File: src/shared/scr_params.svh
// named constants for the sensor conversion readout block
`ifndef SCR_PARAMS_SVH
`define SCR_PARAMS_SVH

`define SCR_TARGET_ADDR 7'h76
`define SCR_CMD_ADC_READ 8'h00
`define SCR_CMD_KIND_PRESS 4'h4
`define SCR_CMD_KIND_TEMP 4'h5
`define SCR_OSR_CODE_MAX 3'h5
`define SCR_RESULT_W 24
`define SCR_LAST_BIT 3'h7
`define SCR_LAST_BYTE 2'h2
`define SCR_ZERO_RESULT 24'h000000
`define SCR_COUNT_ZERO 32'h00000000
`define SCR_COUNT_ONE 32'h00000001
`define SCR_CONV_BASE_CYCLES 1000

`endif

File: src/shared/scr_pkg.sv
// types shared by the sensor conversion readout block
`default_nettype none
`include "scr_params.svh"

package scr_pkg;

    // bus-side protocol states
    typedef enum logic [2:0] {
        SCR_IDLE,
        SCR_ADDR,
        SCR_ADDR_ACK,
        SCR_CMD,
        SCR_CMD_ACK,
        SCR_TX,
        SCR_TX_MACK
    } scr_state_t;

    // open-drain data pin drive pair
    typedef struct packed {
        logic drive;
        logic level;
    } scr_sda_t;

    // the two raw samples offered by the analog front end
    typedef struct packed {
        logic [`SCR_RESULT_W-1:0] pressure;
        logic [`SCR_RESULT_W-1:0] temperature;
    } scr_samples_t;

    // all state of the readout block except the two pin synchronisers
    typedef struct packed {
        scr_state_t st;
        logic [2:0] bitCnt;
        logic [1:0] byteCnt;
        logic [7:0] shift;
        logic readDir;
        logic ackOn;
        logic gotAck;
        logic [`SCR_RESULT_W-1:0] txWord;
        scr_sda_t sda;
        logic sclPrev;
        logic sdaPrev;
        logic readArmed;
        logic busy;
        logic [31:0] convCnt;
        logic convTemp;
        logic corrupt;
        logic [`SCR_RESULT_W-1:0] result;
        logic resultValid;
        logic resultCorrupt;
    } scr_regs_t;

endpackage

`default_nettype wire

File: src/hw/scr_sync2.sv
// two flip-flop synchroniser for pin inputs
`timescale 1ns/1ps
`default_nettype none

module scr_sync2 #(
    parameter int WIDTH = 1
) (
    clk_sys, // system clock
    resetn, // async reset, active low
    asyncIn, // input from outside the clock domain
    syncOut // synchronised copy
);
    input wire logic clk_sys;
    input wire logic resetn;
    input wire logic [WIDTH-1:0] asyncIn;
    output logic [WIDTH-1:0] syncOut;

    // state: first stage and second stage
    typedef struct packed {
        logic [WIDTH-1:0] meta;
        logic [WIDTH-1:0] stable;
    } scr_sync_t;

    scr_sync_t r_reg; // registered state
    scr_sync_t r_next; // next state

    ////////////////////////////////////////////////////////////////////////
    // next state: first stage is read only by the second
    always_comb begin
        r_next = r_reg;
        r_next.meta = asyncIn;
        r_next.stable = r_reg.meta;
    end

    // register the state
    always_ff @(posedge clk_sys or negedge resetn) begin
        if (!resetn) begin
            r_reg <= '0;
        end else begin
            r_reg <= r_next;
        end
    end

    assign syncOut = r_reg.stable;
endmodule

`default_nettype wire

File: src/hw/scr_readout.sv
// two-wire bus target that starts conversions and reads out 24-bit results
// Overview of operation
// [RQ1] conversion command starts pressure or temperature sample
// [RQ2] result shifted out most significant bit first
// [RQ3] no conversion or repeated read returns zero
// [RQ4] read during conversion gives zero, result corrupted
// [RQ5] controller never restarts a running conversion
// [RQ6] busy from command until conversion completes
// [RQ7] controller clocks 24 result bits after acknowledge
// [RQ8] acknowledge from controller after each byte
// [RQ9] target address 1110110, last bit read/write
// [RQ10] one-byte commands: 0x40, 0x50, read 0x00
// [RQ11] controller frames transactions with start and stop
// [RQ12] controller waits conversion time, nacks last byte
`timescale 1ns/1ps
`default_nettype none
`include "scr_params.svh"

module scr_readout #(
    parameter int unsigned CONV_BASE_CYCLES = `SCR_CONV_BASE_CYCLES
) (
    clk_sys, // system clock, 100 MHz
    resetn, // async reset, active low
    sclIn, // bus clock pin
    sdaIn, // bus data pin, level seen
    samples, // raw samples from analog front end
    sdaOut, // bus data pin, driven level
    sdaOe, // bus data pin, drive enable
    convBusy, // conversion in progress
    resultValid, // unread result waiting
    resultCorrupt // stored result marked corrupted
);
    input wire logic clk_sys;
    input wire logic resetn;
    input wire logic sclIn;
    input wire logic sdaIn;
    input wire scr_pkg::scr_samples_t samples;
    output logic sdaOut;
    output logic sdaOe;
    output logic convBusy;
    output logic resultValid;
    output logic resultCorrupt;

    scr_pkg::scr_regs_t r_reg; // registered state
    scr_pkg::scr_regs_t r_next; // next state
    logic sclS; // synchronised bus clock
    logic sdaS; // synchronised bus data
    logic sclRise; // bus clock rising edge
    logic sclFall; // bus clock falling edge
    logic startCond; // data falls while clock high
    logic stopCond; // data rises while clock high
    logic [7:0] inByte; // byte completed on this rising edge
    logic isConvCmd; // completed byte is a conversion command

    ////////////////////////////////////////////////////////////////////////
    // pin synchronisers
    scr_sync2 #(.WIDTH(1)) u_syncScl (
        .clk_sys(clk_sys),
        .resetn(resetn),
        .asyncIn(sclIn),
        .syncOut(sclS)
    );

    scr_sync2 #(.WIDTH(1)) u_syncSda (
        .clk_sys(clk_sys),
        .resetn(resetn),
        .asyncIn(sdaIn),
        .syncOut(sdaS)
    );

    ////////////////////////////////////////////////////////////////////////
    // edge and condition detection on synchronised pins
    assign sclRise = sclS & ~r_reg.sclPrev;
    assign sclFall = ~sclS & r_reg.sclPrev;
    assign startCond = sclS & r_reg.sclPrev & r_reg.sdaPrev & ~sdaS;
    assign stopCond = sclS & r_reg.sclPrev & ~r_reg.sdaPrev & sdaS;
    assign inByte = {r_reg.shift[6:0], sdaS};
    // conversion commands: kind nibble, legal ratio code, bit 0 clear
    assign isConvCmd = ((r_reg.shift[7:4] == `SCR_CMD_KIND_PRESS) || (r_reg.shift[7:4] == `SCR_CMD_KIND_TEMP))
        && (r_reg.shift[3:1] <= `SCR_OSR_CODE_MAX) && !r_reg.shift[0]; // RQ10

    ////////////////////////////////////////////////////////////////////////
    // next state
    always_comb begin
        r_next = r_reg;
        r_next.sclPrev = sclS;
        r_next.sdaPrev = sdaS;
        r_next.sda.level = 1'b0; // open drain: only ever pulls low

        // conversion timer; the result lands when the count runs out
        if (r_reg.busy) begin
            if (r_reg.convCnt == `SCR_COUNT_ZERO) begin
                r_next.busy = 1'b0; // RQ6
                r_next.result = r_reg.convTemp ? samples.temperature : samples.pressure; // RQ1
                r_next.resultValid = 1'b1; // RQ6
                r_next.resultCorrupt = r_reg.corrupt; // RQ4
            end else begin
                r_next.convCnt = r_reg.convCnt - `SCR_COUNT_ONE;
            end
        end

        // bus protocol; start and stop override any state
        if (startCond) begin
            r_next.st = scr_pkg::SCR_ADDR;
            r_next.bitCnt = 3'h0;
            r_next.ackOn = 1'b0;
            r_next.sda.drive = 1'b0;
        end else if (stopCond) begin
            r_next.st = scr_pkg::SCR_IDLE;
            r_next.sda.drive = 1'b0;
        end else begin
            case (r_reg.st)
                // address byte sampled on rising clock
                scr_pkg::SCR_ADDR: begin
                    if (sclRise) begin
                        r_next.shift = inByte;
                        r_next.bitCnt = r_reg.bitCnt + 3'h1;
                        if (r_reg.bitCnt == `SCR_LAST_BIT) begin
                            if (inByte[7:1] == `SCR_TARGET_ADDR) begin // RQ9
                                r_next.readDir = inByte[0]; // RQ9
                                r_next.st = scr_pkg::SCR_ADDR_ACK;
                            end else begin
                                r_next.st = scr_pkg::SCR_IDLE; // not ours
                            end
                        end
                    end
                end
                // address acknowledge, then load the result word for reads
                scr_pkg::SCR_ADDR_ACK: begin
                    if (sclFall) begin
                        if (!r_reg.ackOn) begin
                            r_next.ackOn = 1'b1;
                            r_next.sda.drive = 1'b1;
                        end else begin
                            r_next.ackOn = 1'b0;
                            r_next.bitCnt = 3'h0;
                            r_next.byteCnt = 2'h0;
                            if (r_reg.readDir) begin
                                // only the first read after a finished conversion sees data, even a corrupted one
                                if (r_reg.readArmed && r_reg.resultValid && !r_reg.busy) begin
                                    r_next.txWord = r_reg.result; // RQ2
                                    r_next.sda.drive = ~r_reg.result[`SCR_RESULT_W-1]; // RQ2
                                end else begin
                                    r_next.txWord = `SCR_ZERO_RESULT; // RQ3
                                    r_next.sda.drive = 1'b1; // RQ3
                                end
                                if (r_reg.readArmed && r_reg.busy) begin
                                    r_next.corrupt = 1'b1; // RQ4
                                end
                                r_next.readArmed = 1'b0; // RQ3
                                // a result landing in this very cycle wins over the clear
                                if (!r_reg.busy) begin
                                    r_next.resultValid = 1'b0; // RQ3
                                end
                                r_next.st = scr_pkg::SCR_TX; // RQ7
                            end else begin
                                r_next.sda.drive = 1'b0;
                                r_next.st = scr_pkg::SCR_CMD;
                            end
                        end
                    end
                end
                // command byte sampled on rising clock
                scr_pkg::SCR_CMD: begin
                    if (sclRise) begin
                        r_next.shift = inByte;
                        r_next.bitCnt = r_reg.bitCnt + 3'h1;
                        if (r_reg.bitCnt == `SCR_LAST_BIT) begin
                            r_next.st = scr_pkg::SCR_CMD_ACK;
                        end
                    end
                end
                // command acknowledge; the command acts when it ends
                scr_pkg::SCR_CMD_ACK: begin
                    if (sclFall) begin
                        if (!r_reg.ackOn) begin
                            r_next.ackOn = 1'b1;
                            r_next.sda.drive = 1'b1;
                        end else begin
                            r_next.ackOn = 1'b0;
                            r_next.sda.drive = 1'b0;
                            r_next.bitCnt = 3'h0;
                            r_next.st = scr_pkg::SCR_CMD;
                            if (isConvCmd) begin
                                if (r_reg.busy) begin
                                    r_next.corrupt = 1'b1; // RQ5
                                end else begin
                                    r_next.busy = 1'b1; // RQ6
                                    r_next.corrupt = 1'b0;
                                    r_next.convTemp = (r_reg.shift[7:4] == `SCR_CMD_KIND_TEMP); // RQ1
                                    r_next.convCnt = (32'(CONV_BASE_CYCLES) << r_reg.shift[3:1])
                                        - `SCR_COUNT_ONE; // RQ1
                                    r_next.resultValid = 1'b0; // RQ6
                                end
                            end else if (r_reg.shift == `SCR_CMD_ADC_READ) begin
                                r_next.readArmed = 1'b1; // RQ10
                                if (r_reg.busy) begin
                                    r_next.corrupt = 1'b1; // RQ4
                                end
                            end
                        end
                    end
                end
                // data bits change on falling clock, msb first
                scr_pkg::SCR_TX: begin
                    if (sclFall) begin
                        r_next.txWord = {r_reg.txWord[`SCR_RESULT_W-2:0], 1'b0}; // RQ2
                        r_next.bitCnt = r_reg.bitCnt + 3'h1;
                        if (r_reg.bitCnt == `SCR_LAST_BIT) begin
                            r_next.sda.drive = 1'b0; // RQ8
                            r_next.st = scr_pkg::SCR_TX_MACK; // RQ8
                        end else begin
                            r_next.sda.drive = ~r_reg.txWord[`SCR_RESULT_W-2]; // RQ2
                        end
                    end
                end
                // controller acknowledge after each byte
                scr_pkg::SCR_TX_MACK: begin
                    if (sclRise) begin
                        r_next.gotAck = ~sdaS; // RQ8
                    end else if (sclFall) begin
                        if (r_reg.gotAck && (r_reg.byteCnt != `SCR_LAST_BYTE)) begin
                            r_next.byteCnt = r_reg.byteCnt + 2'h1; // RQ7
                            r_next.bitCnt = 3'h0;
                            r_next.sda.drive = ~r_reg.txWord[`SCR_RESULT_W-1]; // RQ7
                            r_next.st = scr_pkg::SCR_TX;
                        end else begin
                            r_next.st = scr_pkg::SCR_IDLE; // nack or all 24 bits sent
                        end
                    end
                end
                default: begin
                    r_next.sda.drive = 1'b0;
                end
            endcase
        end

        // a hit on the finishing cycle still marks the result it lands on
        if (r_reg.busy && !r_next.busy) begin
            r_next.resultCorrupt = r_next.corrupt; // RQ4
        end
    end

    ////////////////////////////////////////////////////////////////////////
    // register the state
    always_ff @(posedge clk_sys or negedge resetn) begin
        if (!resetn) begin
            r_reg <= '0;
        end else begin
            r_reg <= r_next;
        end
    end

    // outputs straight from flip-flops
    assign sdaOut = r_reg.sda.level;
    assign sdaOe = r_reg.sda.drive;
    assign convBusy = r_reg.busy;
    assign resultValid = r_reg.resultValid;
    assign resultCorrupt = r_reg.resultCorrupt;
endmodule

`default_nettype wire

File: config.mk
export PLATFORM = sky130hd
export DESIGN_NAME = scr_readout
export DESIGN_NICKNAME = d
export VERILOG_FILES = /design/src/shared/scr_pkg.sv /design/src/hw/scr_sync2.sv /design/src/hw/scr_readout.sv
export VERILOG_INCLUDE_DIRS = /design/src /design/src/shared
export SDC_FILE = /design/constraint.sdc
export NUM_CORES = 1
export LEC_CHECK = 0
export ABC_CLOCK_PERIOD_IN_PS = 7400
export BUFFER_PORTS_ARGS = -buffer_cell sky130_fd_sc_hd__buf_2
export CAP_MARGIN = 20
export CORE_MARGIN = 1
export CORE_UTILIZATION = 64
export CTS_CLUSTER_DIAMETER = 50
export CTS_CLUSTER_SIZE = 16
export DETAILED_ROUTE_END_ITERATION = 10
export GPL_ROUTABILITY_DRIVEN = 0
export PLACE_DENSITY = 0.85
export SYNTH_ARGS = -nofsm -noshare
export SYNTH_HDL_FRONTEND = slang
export SYNTH_SLANG_ARGS = --single-unit
File: constraint.sdc
create_clock -name clk_sys -period 7.4 [get_ports clk_sys]
set_input_delay 1.11 -clock clk_sys [delete_from_list [all_inputs] [get_ports clk_sys]]
set_output_delay 1.11 -clock clk_sys [all_outputs]
set_load 0.1 [all_outputs]
-- Yosys cells after proc, flatten, opt, wreduce, memory -nomap -nowiden
Cells that the tools add are included.
- $add $sub $neg: 4
- magnitude comparators: 1
- eq/ne operators: 49
- shift operators: 1
- multiplexer cells: 87
- bitwise logic cells: 17
- reduce and logical (&&, ||, !) cells: 38
- operators by type and width (operator ; number):
    34-bit 2-to-1 mux ; 3
    25-bit 2-to-1 mux ; 3
    24-bit 2-to-1 mux ; 3
    36-bit 2-to-1 mux ; 2
    35-bit 2-to-1 mux ; 2
    32-bit by 1-bit subtractor with 32-bit output (second input constant) ; 2
    4-bit inequality test (second input constant) ; 13
    24-bit case mux with 2 select lines ; 1
    1-bit 2-to-1 mux ; 41
    40-bit 2-to-1 mux ; 1
    8-bit 2-to-1 mux ; 5
    6-bit 2-to-1 mux ; 6
    6-bit case mux with 6 select lines ; 1
    33-bit 2-to-1 mux ; 1
    32-bit logical NOT ; 1
    32-bit 2-to-1 mux ; 1
    10-bit by 3-bit << shifter with 32-bit output (first input constant) ; 1
    2-bit inequality test (second input constant) ; 15
    3-bit inequality test (second input constant) ; 10
    7-bit AND reduction ; 3
    3-bit 2-to-1 mux ; 6
    8-bit case mux with 2 select lines ; 1
    2-bit nonzero test ; 8
    13-bit AND reduction ; 1
    other kinds (32) ; 66
- register bits after elaboration: 112
- input port bits: 52
- output and inout bits: 5
- logic and storage cells: 220

-- Longest topological paths before layout
Gate-level depths: netlist of run 1.
- depth after elaboration: 14
- depth in mapped cells: 9
- depth with buffers taken out: 7

-- By module
From an unflattened synthesis of run 1, not the netlist that was laid out.
- cells, all modules: 588
- area total of the unflattened synthesis: 5666.7 um2
- by module, submodules not included (module ; times used ; cells each ; area an instance (um2) ; sequential area each (um2)):
    scr_readout ; 1 ; 584 ; 5566.6 ; 2702.6
    scr_sync2 ; 2 ; 2 ; 50.0 ; 50.0

-- Worst setup path before layout of run 1
Ideal clock, no wire load.
- path kind: register -> register
- start: register r_reg (netlist bit convBusy)
- end: register r_reg[49] in the netlist's numbering
- library setup time: 0.130 ns
- arrival: 3.008 ns
- data required time: 7.270 ns
- path slack: 4.262 ns
- cell stages (with the launch flop): 8
- path buffers: 2
- clock period less this slack: 3.138 ns
- cell sequence: dfrtp_1 -> buf_2 -> or4b_1 -> buf_2 -> or4_1 -> or4_1 -> o211ai_1 -> o41ai_1
- RTL lines (element ; RTL line ; text):
    from (decl) ; scr_readout.sv:44 ; scr_pkg::scr_regs_t r_reg;
    from (signal assigned) ; scr_readout.sv:250 ; r_reg <= r_next;

==> out/qor.yml, run 1 <==
cells_and_area:
  fillCellCount: 660
  drive_gt1_share_pct: 22.1
  largest_reg_flops: 97
  finalNonFillerCells: 745
  postLayoutCellArea_mm2: 0.00651
  multi_input_area_mm2: 0.00302
  synthToLayoutAreaGrowth_pct: 8.04
  antennaDiodeCount: 0
  nNetsFinal: 687
  regArea_mm2: 0.00280
power:
  p_leak_nw: 3.04
  finalPower_mw: 1.23
  power.switching_mw: 0.373
  ir_worst_vdd_mv: 0.143
  sw_frac_of_total_pct: 30.3
  pwr-share-clk_pct: 30.4
  pwr-share-comb_pct: 13.5
  p_per_area_mw_per_mm2: 189
  seqPwrFrac_pct: 56.1
  p_int_mw: 0.859
synthesis:
  yosys.area.top_type_share_pct: 46.5
  synth_area_leaders: "dfrtp_1, mux2_2, mux2_4"
  synth-seq-area-share_pct: 46.5
  synth.ff_latch_count: 112
  synth_area_mm2: 0.00603
  synth_cell_types: 60
  synth_flop_cell: "dfrtp_1"
  yosys_warnings: 0
  syn_area_per_cell_um2: 10.1
  synth_nets: 657
  syn_inst: 599
  async_flop_share_pct: 100
  synth-edff-count: 0
  synth_top_area_cell: "dfrtp_1"
sta:
  period_minus_slack_ps: 3090
  tightest_slew_ps: 1060
  hold_violations: 0
  maxSlewViolCount: 0
  tns_ps: 0
  fin_crit_sh_pct: 41.8
  setup_ws_ps: 4310
  fmax_ghz: 0.323
  slew_headroom_pct: 29.2
  setup_violations: 0
  rsz0062_at_grt: "false"
  fin_skew_ps: 18.9
critical_path:
  path_cells: "nor4_1 > nand4_1 > nor4_1 > o41ai_1 > a31oi_1"
  critPathMaxFanout: 15
  r2r_cells: 5
  crit_buf_inv: 0
  startpoint_type: "register"
  crit_top_cell: "nor4_1"
  end_kind: "register"
  critPathSlowestCell: "nor4_1"
  r2r_start: "r_reg[44]"
  reg2reg_slack_ps: 4310
  cpPeakStageDelay_ps: 840
  cpLargestDelayFamily: "simple AND/OR/NAND/NOR gates"
  cp.required_ps: 7700
  r2r-end: "r_reg[33]"
  worstSetupPathType: "reg -> reg"
  crit_arrival_ps: 3390
global_routing:
  grt_pass1_wl_mm: 22.2
  grt_pass1_vias: 4753
  antenna_found_initial: 0
  grt_max_degree: 58
  grt_usage_pct: 28.2
  grt-ovfl-total: 0
clock_tree:
  htree_num_levels: 3
  cts_max_path_buffers: 2
  path_clk_slew_ps: 120
  post_cts_buffers: 0
  cts_root_buffer: "clkbuf_8"
  ctsHoldBuffers: 0
  cts_tree: "done"
  clock-sinks: 112
  cts_resized: 0
  cts-buffers-inserted: 9
  clkLatencyLatePin_ps: 380
detailed_routing:
  finalWirelength_mm: 13.0
  ant_nets: 0
  drc: 0
  via_per_inst: 6.58
  wl_per_cell_um: 17.5
  drt-initial-drc-count: 351
  dr.pass1.iters: 5
  vias: 4900
floorplan:
  rows: 35
  die_h_um: 99.0
  die_x_um: 99.0
  die_area_mm2: 0.00981
  io_pins: 57
  core_mm2: 0.00920
  initial_core_util_pct: 65.5
worst_hold_path:
  hold_class: "reg -> reg"
  holdPathStages: 0
  whs_endpoint: "u_syncScl.syncOut"
  hp-start: "u_syncScl.r_next[0]"
run_status:
  status: "complete, no violations"
place:
  port_buffers: 55
  dpl.cell_count: 728
  dp_hpwl_mm: 8.93
  place_worst_setup_slack_ps: 4390
  postPlaceCellArea_mm2: 0.00630
run:
  drv_cap: 0
-- Yosys cell counts (all sizes together) (9+ instances only) --
cell    instances
nand2          67
nor3           13
a21oi          42
or4            19
dfrtp         112
o31ai           9
mux2i          12
a31oi          14
or3            10
o21ai           9
buf            12
nor4           17
a22oi          22
nand3          12
mux2           50
nor2           46
clkbuf         29
-- worst max-delay path by stage --
| stage | startpoint | to | slack [ps] | depth (start not counted) |
|---|---|---|---|---|
| 4_1_cts | r_reg[44] | r_reg[33] | 4360 | 5 |
| 3_3_place_gp | r_reg[31] | r_reg[11] | 4450 | 5 |
| 3_5_place_dp | r_reg[44] | r_reg[35] | 4390 | 5 |
| 5_1_grt | r_reg[45] | r_reg[35] | 4000 | 5 |
| 2_1_floorplan | convBusy | r_reg[49] | 4260 | 7 |
| 6_report | r_reg[44] | r_reg[33] | 4310 | 5 |
-- per-stage QoR --
| step | hold slack (ps) | utilization, % |
|---|---|---|
| after CTS | 367 | 70.7 |
| after detailed placement | 339 | 68.5 |
| after global placement | 332 | 68.5 |
| final | 368 | 70.8 |
| after global routing | 388 | 70.8 |
| after floorplan | 331 | - |
-- metal layers --
metal,vias to the layer above,part of all wire (%),track usage (%)
li1,2293,-,-
met5,-,0,0
met2,191,50,47.1
met4,0,1.5,9.18
met3,22,5.6,5.96
met1,2394,43,36.8
-- layout by cell type, fill, tap and decap left out, types with 14 or more instances in the layout --
master   instances
nor2_1          45
a22oi_1         22
mux2_4          20
or4_1           19
a31oi_1         14
a21oi_1         42
mux2_2          30
dfrtp_1        112
nor4_1          14
nand2_1         66
buf_2           54
-- logic make-up (layout without fill, tap and decap cells) --
group | count (synthesis) | in the layout | share of synthesized area [%]
simple gates | 230 | 230 | 20.4
compound gates | 135 | 135 | 15.2
mux | 62 | 62 | 12.6
xor+xnor | 4 | 4 | 0.582
fa+ha+maj | 6 | 6 | 1.25
flops | 112 | 112 | 46.5
buf+inv | 49 | 84 | 3.47
other cells | 1 | 1 | 0.0622
-- power groups by stage --
stage | clock network, mW | logic [mW] | registers, mW
after floorplan | 0 | 0.133 | 0.676
after global placement | 0 | 0.157 | 0.698
after detailed placement | 0 | 0.167 | 0.701
after CTS | 0.383 | 0.168 | 0.689
after global routing | 0.403 | 0.189 | 0.698
final | 0.374 | 0.167 | 0.691
-- layout make-up --
class | count | area share [%]
flip-flops and latches | 112 | 43.1
repair buffers | 60 | 4.84
clock buffers | 9 | 1.90
inverters | 8 | 0.461
clock inverters | 7 | 1.19
multi-input cells | 438 | 46.4
well taps | 111 | 2.13
Note: power is estimated with default switching activity, not from simulation.
==> run 2, diff against run 1 <==
- ABC_CLOCK_PERIOD_IN_PS: 7400 -> 2740
- CORE_UTILIZATION: 64 -> 54
- PLACE_DENSITY: 0.85 -> 0.77
- clock period: 7.4 -> 2.74 ns (I/O delays scaled with it)
==> run 2 against run 1 <==
Against the previous run: utilization shrank 8.8 points; final area grew 3.2%; cell count grew 6.3%; flip-flop and latch count is the same; worst hold slack lost 310 ps; first-iteration DRC count grew 8.8%; critical path depth is the same; global-route usage shrank 4.7 points; register-to-register slack lost 4200 ps.
==> out/qor.yml, run 2 (same netlist as run 1, synthesis figures left out) <==
run_status:
  status: "complete, no violations"
power:
  seqPwrFrac_pct: 54.6  # -1.5 points
  pwr-share-comb_pct: 13.0  # -0.5 points
  pwr-share-clk_pct: 32.4  # +2.0 points
  ir_worst_vdd_mv: 0.423  # +200%
  p_per_area_mw_per_mm2: 507  # +170%
  finalPower_mw: 3.41  # +180%
  p_leak_nw: 3.14  # +3.2%
  sw_frac_of_total_pct: 27.3  # -3.0 points
  power.switching_mw: 0.930  # +150%
  p_int_mw: 2.48  # +190%
clock_tree:
  post_cts_buffers: 0  # unchanged
  clkLatencyLatePin_ps: 380  # about the same
  htree_num_levels: 3  # unchanged
  cts_tree: "done"
  cts-buffers-inserted: 9  # unchanged
  cts_root_buffer: "clkbuf_8"
  cts_resized: 0  # unchanged
  clock-sinks: 112  # unchanged
  cts_max_path_buffers: 2  # unchanged
  path_clk_slew_ps: 110  # about the same
  ctsHoldBuffers: 0  # unchanged
floorplan:
  die_h_um: 108  # +8.7%
  initial_core_util_pct: 55.6  # -9.9 points
  die_area_mm2: 0.0116  # +18%
  core_mm2: 0.0108  # +18%
  io_pins: 57  # unchanged
  die_x_um: 108  # +8.7%
  rows: 38  # +8.6%
cells_and_area:
  nNetsFinal: 705  # +2.6%
  fillCellCount: 858  # +30%
  finalNonFillerCells: 792  # +6.3%
  final_common_cell: "dfrtp_1"
  antennaDiodeCount: 0  # unchanged
  synthToLayoutAreaGrowth_pct: 11.5
  drive_gt1_share_pct: 24.4  # +2.3 points
  mostFrequentLayoutCells: "dfrtp_1, nand2_1, buf_2"
  largest_reg_flops: 97  # unchanged
critical_path:
  cp.required_ps: 2980  # -4720 ps
  worstSetupPathType: "reg -> reg"
  r2r-end: "r_reg[31]"
  critPathSlowestCell: "or4_1"
  end_kind: "register"
  r2r_cells: 5  # unchanged
  crit_arrival_ps: 2890  # -500 ps
  critPathMaxFanout: 7  # -8
  r2r_start: "r_reg[33]"
  crit_buf_inv: 0  # unchanged
  reg2reg_slack_ps: 90  # -4220 ps
  path_cells: "or4_1 > or3_4 > or4_1 > a311oi_1 > a311oi_1"
  cpLargestDelayFamily: "simple AND/OR/NAND/NOR gates"
  startpoint_type: "register"
  cpPeakStageDelay_ps: 640  # -200 ps
sta:
  maxSlewViolCount: 0  # unchanged
  fin_skew_ps: 12.0  # -6.95 ps
  slew_headroom_pct: 55.0  # +26 points
  hold_violations: 0  # unchanged
  setup_violations: 0  # unchanged
  tightest_slew_ps: 669  # -393 ps
  tns_ps: 0  # unchanged
  rsz0062_at_grt: "false"
  setup_ws_ps: 90.2  # -4220 ps
  fin_crit_sh_pct: 96.7  # +55 points
  fmax_ghz: 0.377  # +17%
  period_minus_slack_ps: 2650  # -444 ps
detailed_routing:
  drt-initial-drc-count: 382  # +8.8%
  wl_per_cell_um: 16.1  # -8.0%
  via_per_inst: 6.11  # -7.0%
  drc: 0  # unchanged
  ant_nets: 0  # unchanged
  finalWirelength_mm: 12.7  # -2.2%
  dr.pass1.iters: 5  # unchanged
  vias: 4843  # -1.2%
place:
  dp_hpwl_mm: 8.94  # +0.14%
  port_buffers: 55  # unchanged
  place_worst_setup_slack_ps: 143  # -4250 ps
  dpl.cell_count: 776  # +6.6%
run:
  drv_cap: 0  # unchanged
global_routing:
  grt_max_degree: 51  # -12%
  grt_usage_pct: 23.5  # -4.7 points
  grt_pass1_wl_mm: 21.4  # -3.5%
  grt_pass1_vias: 4497  # -5.4%
  antenna_found_initial: 0  # unchanged
  grt-ovfl-total: 0  # unchanged
worst_hold_path:
  hold_class: "in -> async"
## run 2: changes by cell type in the layout (fill, tap and decap cells not counted), sizes merged
cell	delta
bufinv	+2
clkinv	-1
buf	+18
clkinvlp	+1
inv	-2
## run 2: metrics by stage
stage | area (µm²) | utilization [%] | hold WS [ps]
after floorplan | 6030 | - | 115
after global placement | 6500 | 59.9 | 334
after detailed placement | 6500 | 59.9 | 336
after CTS | 6720 | 62.0 | 70.9
after global routing | 6720 | 62.0 | 101
final | 6720 | 62.0 | 54.5
## run 2: layer usage
layer	wire, µm	GRT usage (%)	vias to the layer above	part of all wire, %
li1	-	-	2331	-
met1	5600	32.0	2333	44
met2	6330	38.9	162	50
met3	628	2.97	17	4.9
met4	176	7.53	0	1.4
met5	0	0	-	0
## run 2: worst max path at each step
stage / start / to / cells past startpoint
floorplan: convBusy / r_reg[49] / 7
global placement: r_reg[33] / r_reg[14] / 5
detailed placement: r_reg[33] / r_reg[31] / 5
CTS: r_reg[33] / r_reg[31] / 5
global route: r_reg[33] / r_reg[31] / 5
finish: r_reg[33] / r_reg[31] / 5
## run 2: cell type report
cell class / instances / area (µm²) / share of cell area, %
inverter: 8 / 30.0 / 0.447
clock buffer: 9 / 124 / 1.84
clock inverter: 7 / 101 / 1.51
timing repair buffer: 78 / 463 / 6.89
sequential: 112 / 2810 / 41.8
tap: 140 / 175 / 2.61
multi-input combinational: 438 / 3020 / 45.0
## run 2: worst reg2reg max path, stage by stage (launching register included)
cell and delay (ps):
dfrtp_1 420, or4_1 640, or3_4 410, or4_1 620
a311oi_1 340, a311oi_1 80
## run 2: power groups by stage
stage | Clock, mW | Combinational [mW] | Sequential, mW
final | 1.11 | 0.444 | 1.86
after global routing | 1.19 | 0.520 | 1.88
after CTS | 1.13 | 0.452 | 1.86
after detailed placement | 0 | 0.450 | 1.89
after global placement | 0 | 0.432 | 1.89
after floorplan | 0 | 0.359 | 1.83
==> run 3, diff against run 2 <==
- ABC_CLOCK_PERIOD_IN_PS: 2740 -> 2800
- CORE_UTILIZATION: 54 -> 60
- PLACE_DENSITY: 0.77 -> 0.81
- clock period: 2.74 -> 2.8 ns (I/O delays scaled with it)
==> run 3 against run 2 <==
Against the previous run: via count rose by 2.1%; power down 6.2%; worst hold slack gained 64 ps; clock power decreased by 16%; non-clock buffer count did not move; flip-flop and latch count did not move; largest power group unchanged; critical path depth did not move; cell count fell by 0.88%; sequential share of layout area grew 0.34 points; utilization increased by 6.2 points; first-iteration DRC count is 27% lower; register-to-register slack improved by 96 ps; highest routed layer unchanged.
==> out/qor.yml, run 3 (same netlist as run 1, synthesis figures left out) <==
global_routing:
  antenna_found_initial: 0  # unchanged
  top_usage_layer: "met2"
  grt-ovfl-total: 0  # unchanged
  grt_max_degree: 64  # +25%
  grt_usage_pct: 28.0  # +4.5 points
  grt_pass1_vias: 4760  # +5.8%
  met3_usage_pct: 6.43  # +3.5 points
  grt_util_met2_pct: 46.4  # +7.5 points
  grt_util_met1_pct: 37.4  # +5.4 points
  grt_pass1_wl_mm: 22.7  # +5.9%
power:
  ir_worst_vdd_mv: 0.423  # -0.11%
  p_per_area_mw_per_mm2: 480  # -5.5%
  p_leak_nw: 3.11  # -0.73%
clock_tree:
  cts-buffers-inserted: 9  # unchanged
  cts_root_buffer: "clkbuf_8"
  clock-sinks: 112  # unchanged
  htree_num_levels: 3  # unchanged
  path_clk_slew_ps: 100  # about the same
  post_cts_buffers: 0  # unchanged
  cts_resized: 0  # unchanged
  cts_tree: "done"
  cts_max_path_buffers: 2  # unchanged
  clkLatencyLatePin_ps: 380  # about the same
  ctsHoldBuffers: 0  # unchanged
cells_and_area:
  synthToLayoutAreaGrowth_pct: 10.6
  nNetsFinal: 705  # unchanged
  largest_reg_flops: 97  # unchanged
  fin_util_pct: 68.2  # +6.2 points
  antennaDiodeCount: 0  # unchanged
  mostFrequentLayoutCells: "dfrtp_1, nand2_1, buf_2"
  final_common_cell: "dfrtp_1"
  drive_gt1_share_pct: 24.4  # unchanged
floorplan:
  die_x_um: 102  # -5.0%
  initial_core_util_pct: 61.6  # +6.1 points
  core_mm2: 0.00977  # -9.8%
  rows: 36  # -5.3%
  io_pins: 57  # unchanged
  die_h_um: 102  # -5.0%
  die_area_mm2: 0.0104  # -9.8%
detailed_routing:
  wl_per_cell_um: 17.2  # +6.7%
  vias: 4943  # +2.1%
  via_per_inst: 6.30  # +3.0%
  finalWirelength_mm: 13.5  # +5.8%
  dr.pass1.iters: 5  # unchanged
  ant_nets: 0  # unchanged
  drt-initial-drc-count: 279  # -27%
  drc: 0  # unchanged
sta:
  setup_violations: 0  # unchanged
  fin_crit_sh_pct: 93.4  # -3.3 points
  tns_ps: 0  # unchanged
  maxSlewViolCount: 0  # unchanged
  rsz0062_at_grt: "false"
  period_minus_slack_ps: 2610  # -35.6 ps
  slew_headroom_pct: 46.8  # -8.2 points
  tightest_slew_ps: 798  # +130 ps
  fin_skew_ps: 13.1  # +1.12 ps
  fmax_ghz: 0.383  # +1.4%
  hold_violations: 0  # unchanged
worst_hold_path:
  hold_class: "in -> async"
critical_path:
  crit_top_cell: "a311oi_1"
  crit_buf_inv: 0  # unchanged
  cp.required_ps: 3040  # +60 ps
  crit_arrival_ps: 2850  # -40 ps
  path_cells: "or4_4 > or3_4 > or4_1 > a311oi_1 > a311oi_1"
  startpoint_type: "register"
  critPathMaxFanout: 8  # +1
  end_kind: "register"
  worstSetupPathType: "reg -> reg"
  cpPeakStageDelay_ps: 620  # -20 ps
  critPathSlowestCell: "or4_1"
  cpLargestDelayFamily: "simple AND/OR/NAND/NOR gates"
run:
  drv_cap: 0  # unchanged
run_status:
  status: "complete, no violations"
place:
  port_buffers: 55  # unchanged
  dp_hpwl_mm: 9.47  # +5.9%
## run 3: final timing paths
kind | startpoint | to | slack (ps) | cells past startpoint
min | resetn | r_reg[28] | 120 | 1
max reg2reg | r_reg[31] | r_reg[31] | 190 | 5
max in group asynchronous | resetn | r_reg[8] | 1960 | 2
max | r_reg[31] | r_reg[31] | 190 | 5
min reg2reg | u_syncScl.r_next[0] | u_syncScl.syncOut | 360 | 0
min in group clk_sys | sclIn | u_syncScl.r_next[0] | 140 | 1
## run 3: metrics by stage
| step | cell area (µm²) | setup slack [ps] | power (mW) | hold WS, ps | std cells |
|---|---|---|---|---|---|
| 2_1_floorplan | 6030 | 43.2 | 2.14 | 124 | 599 |
| 3_5_place_dp | 6470 | 125 | 2.30 | 337 | 769 |
| 5_1_grt | 6670 | 49.3 | 3.36 | 109 | 785 |
| 4_1_cts | 6660 | 116 | 3.22 | 122 | 785 |
| 3_3_place_gp | 6470 | 162 | 2.26 | 333 | 769 |
| 6_report | 6670 | 186 | 3.20 | 119 | 785 |
## run 3: layout make-up
| class | instances | area, µm² |
|---|---|---|
| multi-input combinational | 438 | 3030 |
| clock buffer | 11 | 141 |
| inverter | 8 | 30.0 |
| tap | 133 | 166 |
| timing repair buffer | 78 | 450 |
| sequential | 112 | 2810 |
| clock inverter | 5 | 46.3 |
| fill | 761 | 3110 |
## run 3: worst register-to-register path: stages, from the launching register on
cell and delay (ps):
dfrtp_1 460, or4_4 610, or3_4 390, or4_1 620, a311oi_1 330, a311oi_1 80
## run 3: per-layer routing
| metal | vias up | wire [µm] |
|---|---|---|
| met5 | - | 0 |
| met4 | 0 | 176 |
| met3 | 19 | 779 |
| met2 | 174 | 6670 |
| met1 | 2416 | 5860 |
| li1 | 2334 | - |
## run 3: power by group
group,leakage [nW],switching [mW],internal (mW)
clock,0.0964,0.567,0.365
sequential,1.48,0.118,1.70
combinational,1.54,0.235,0.208
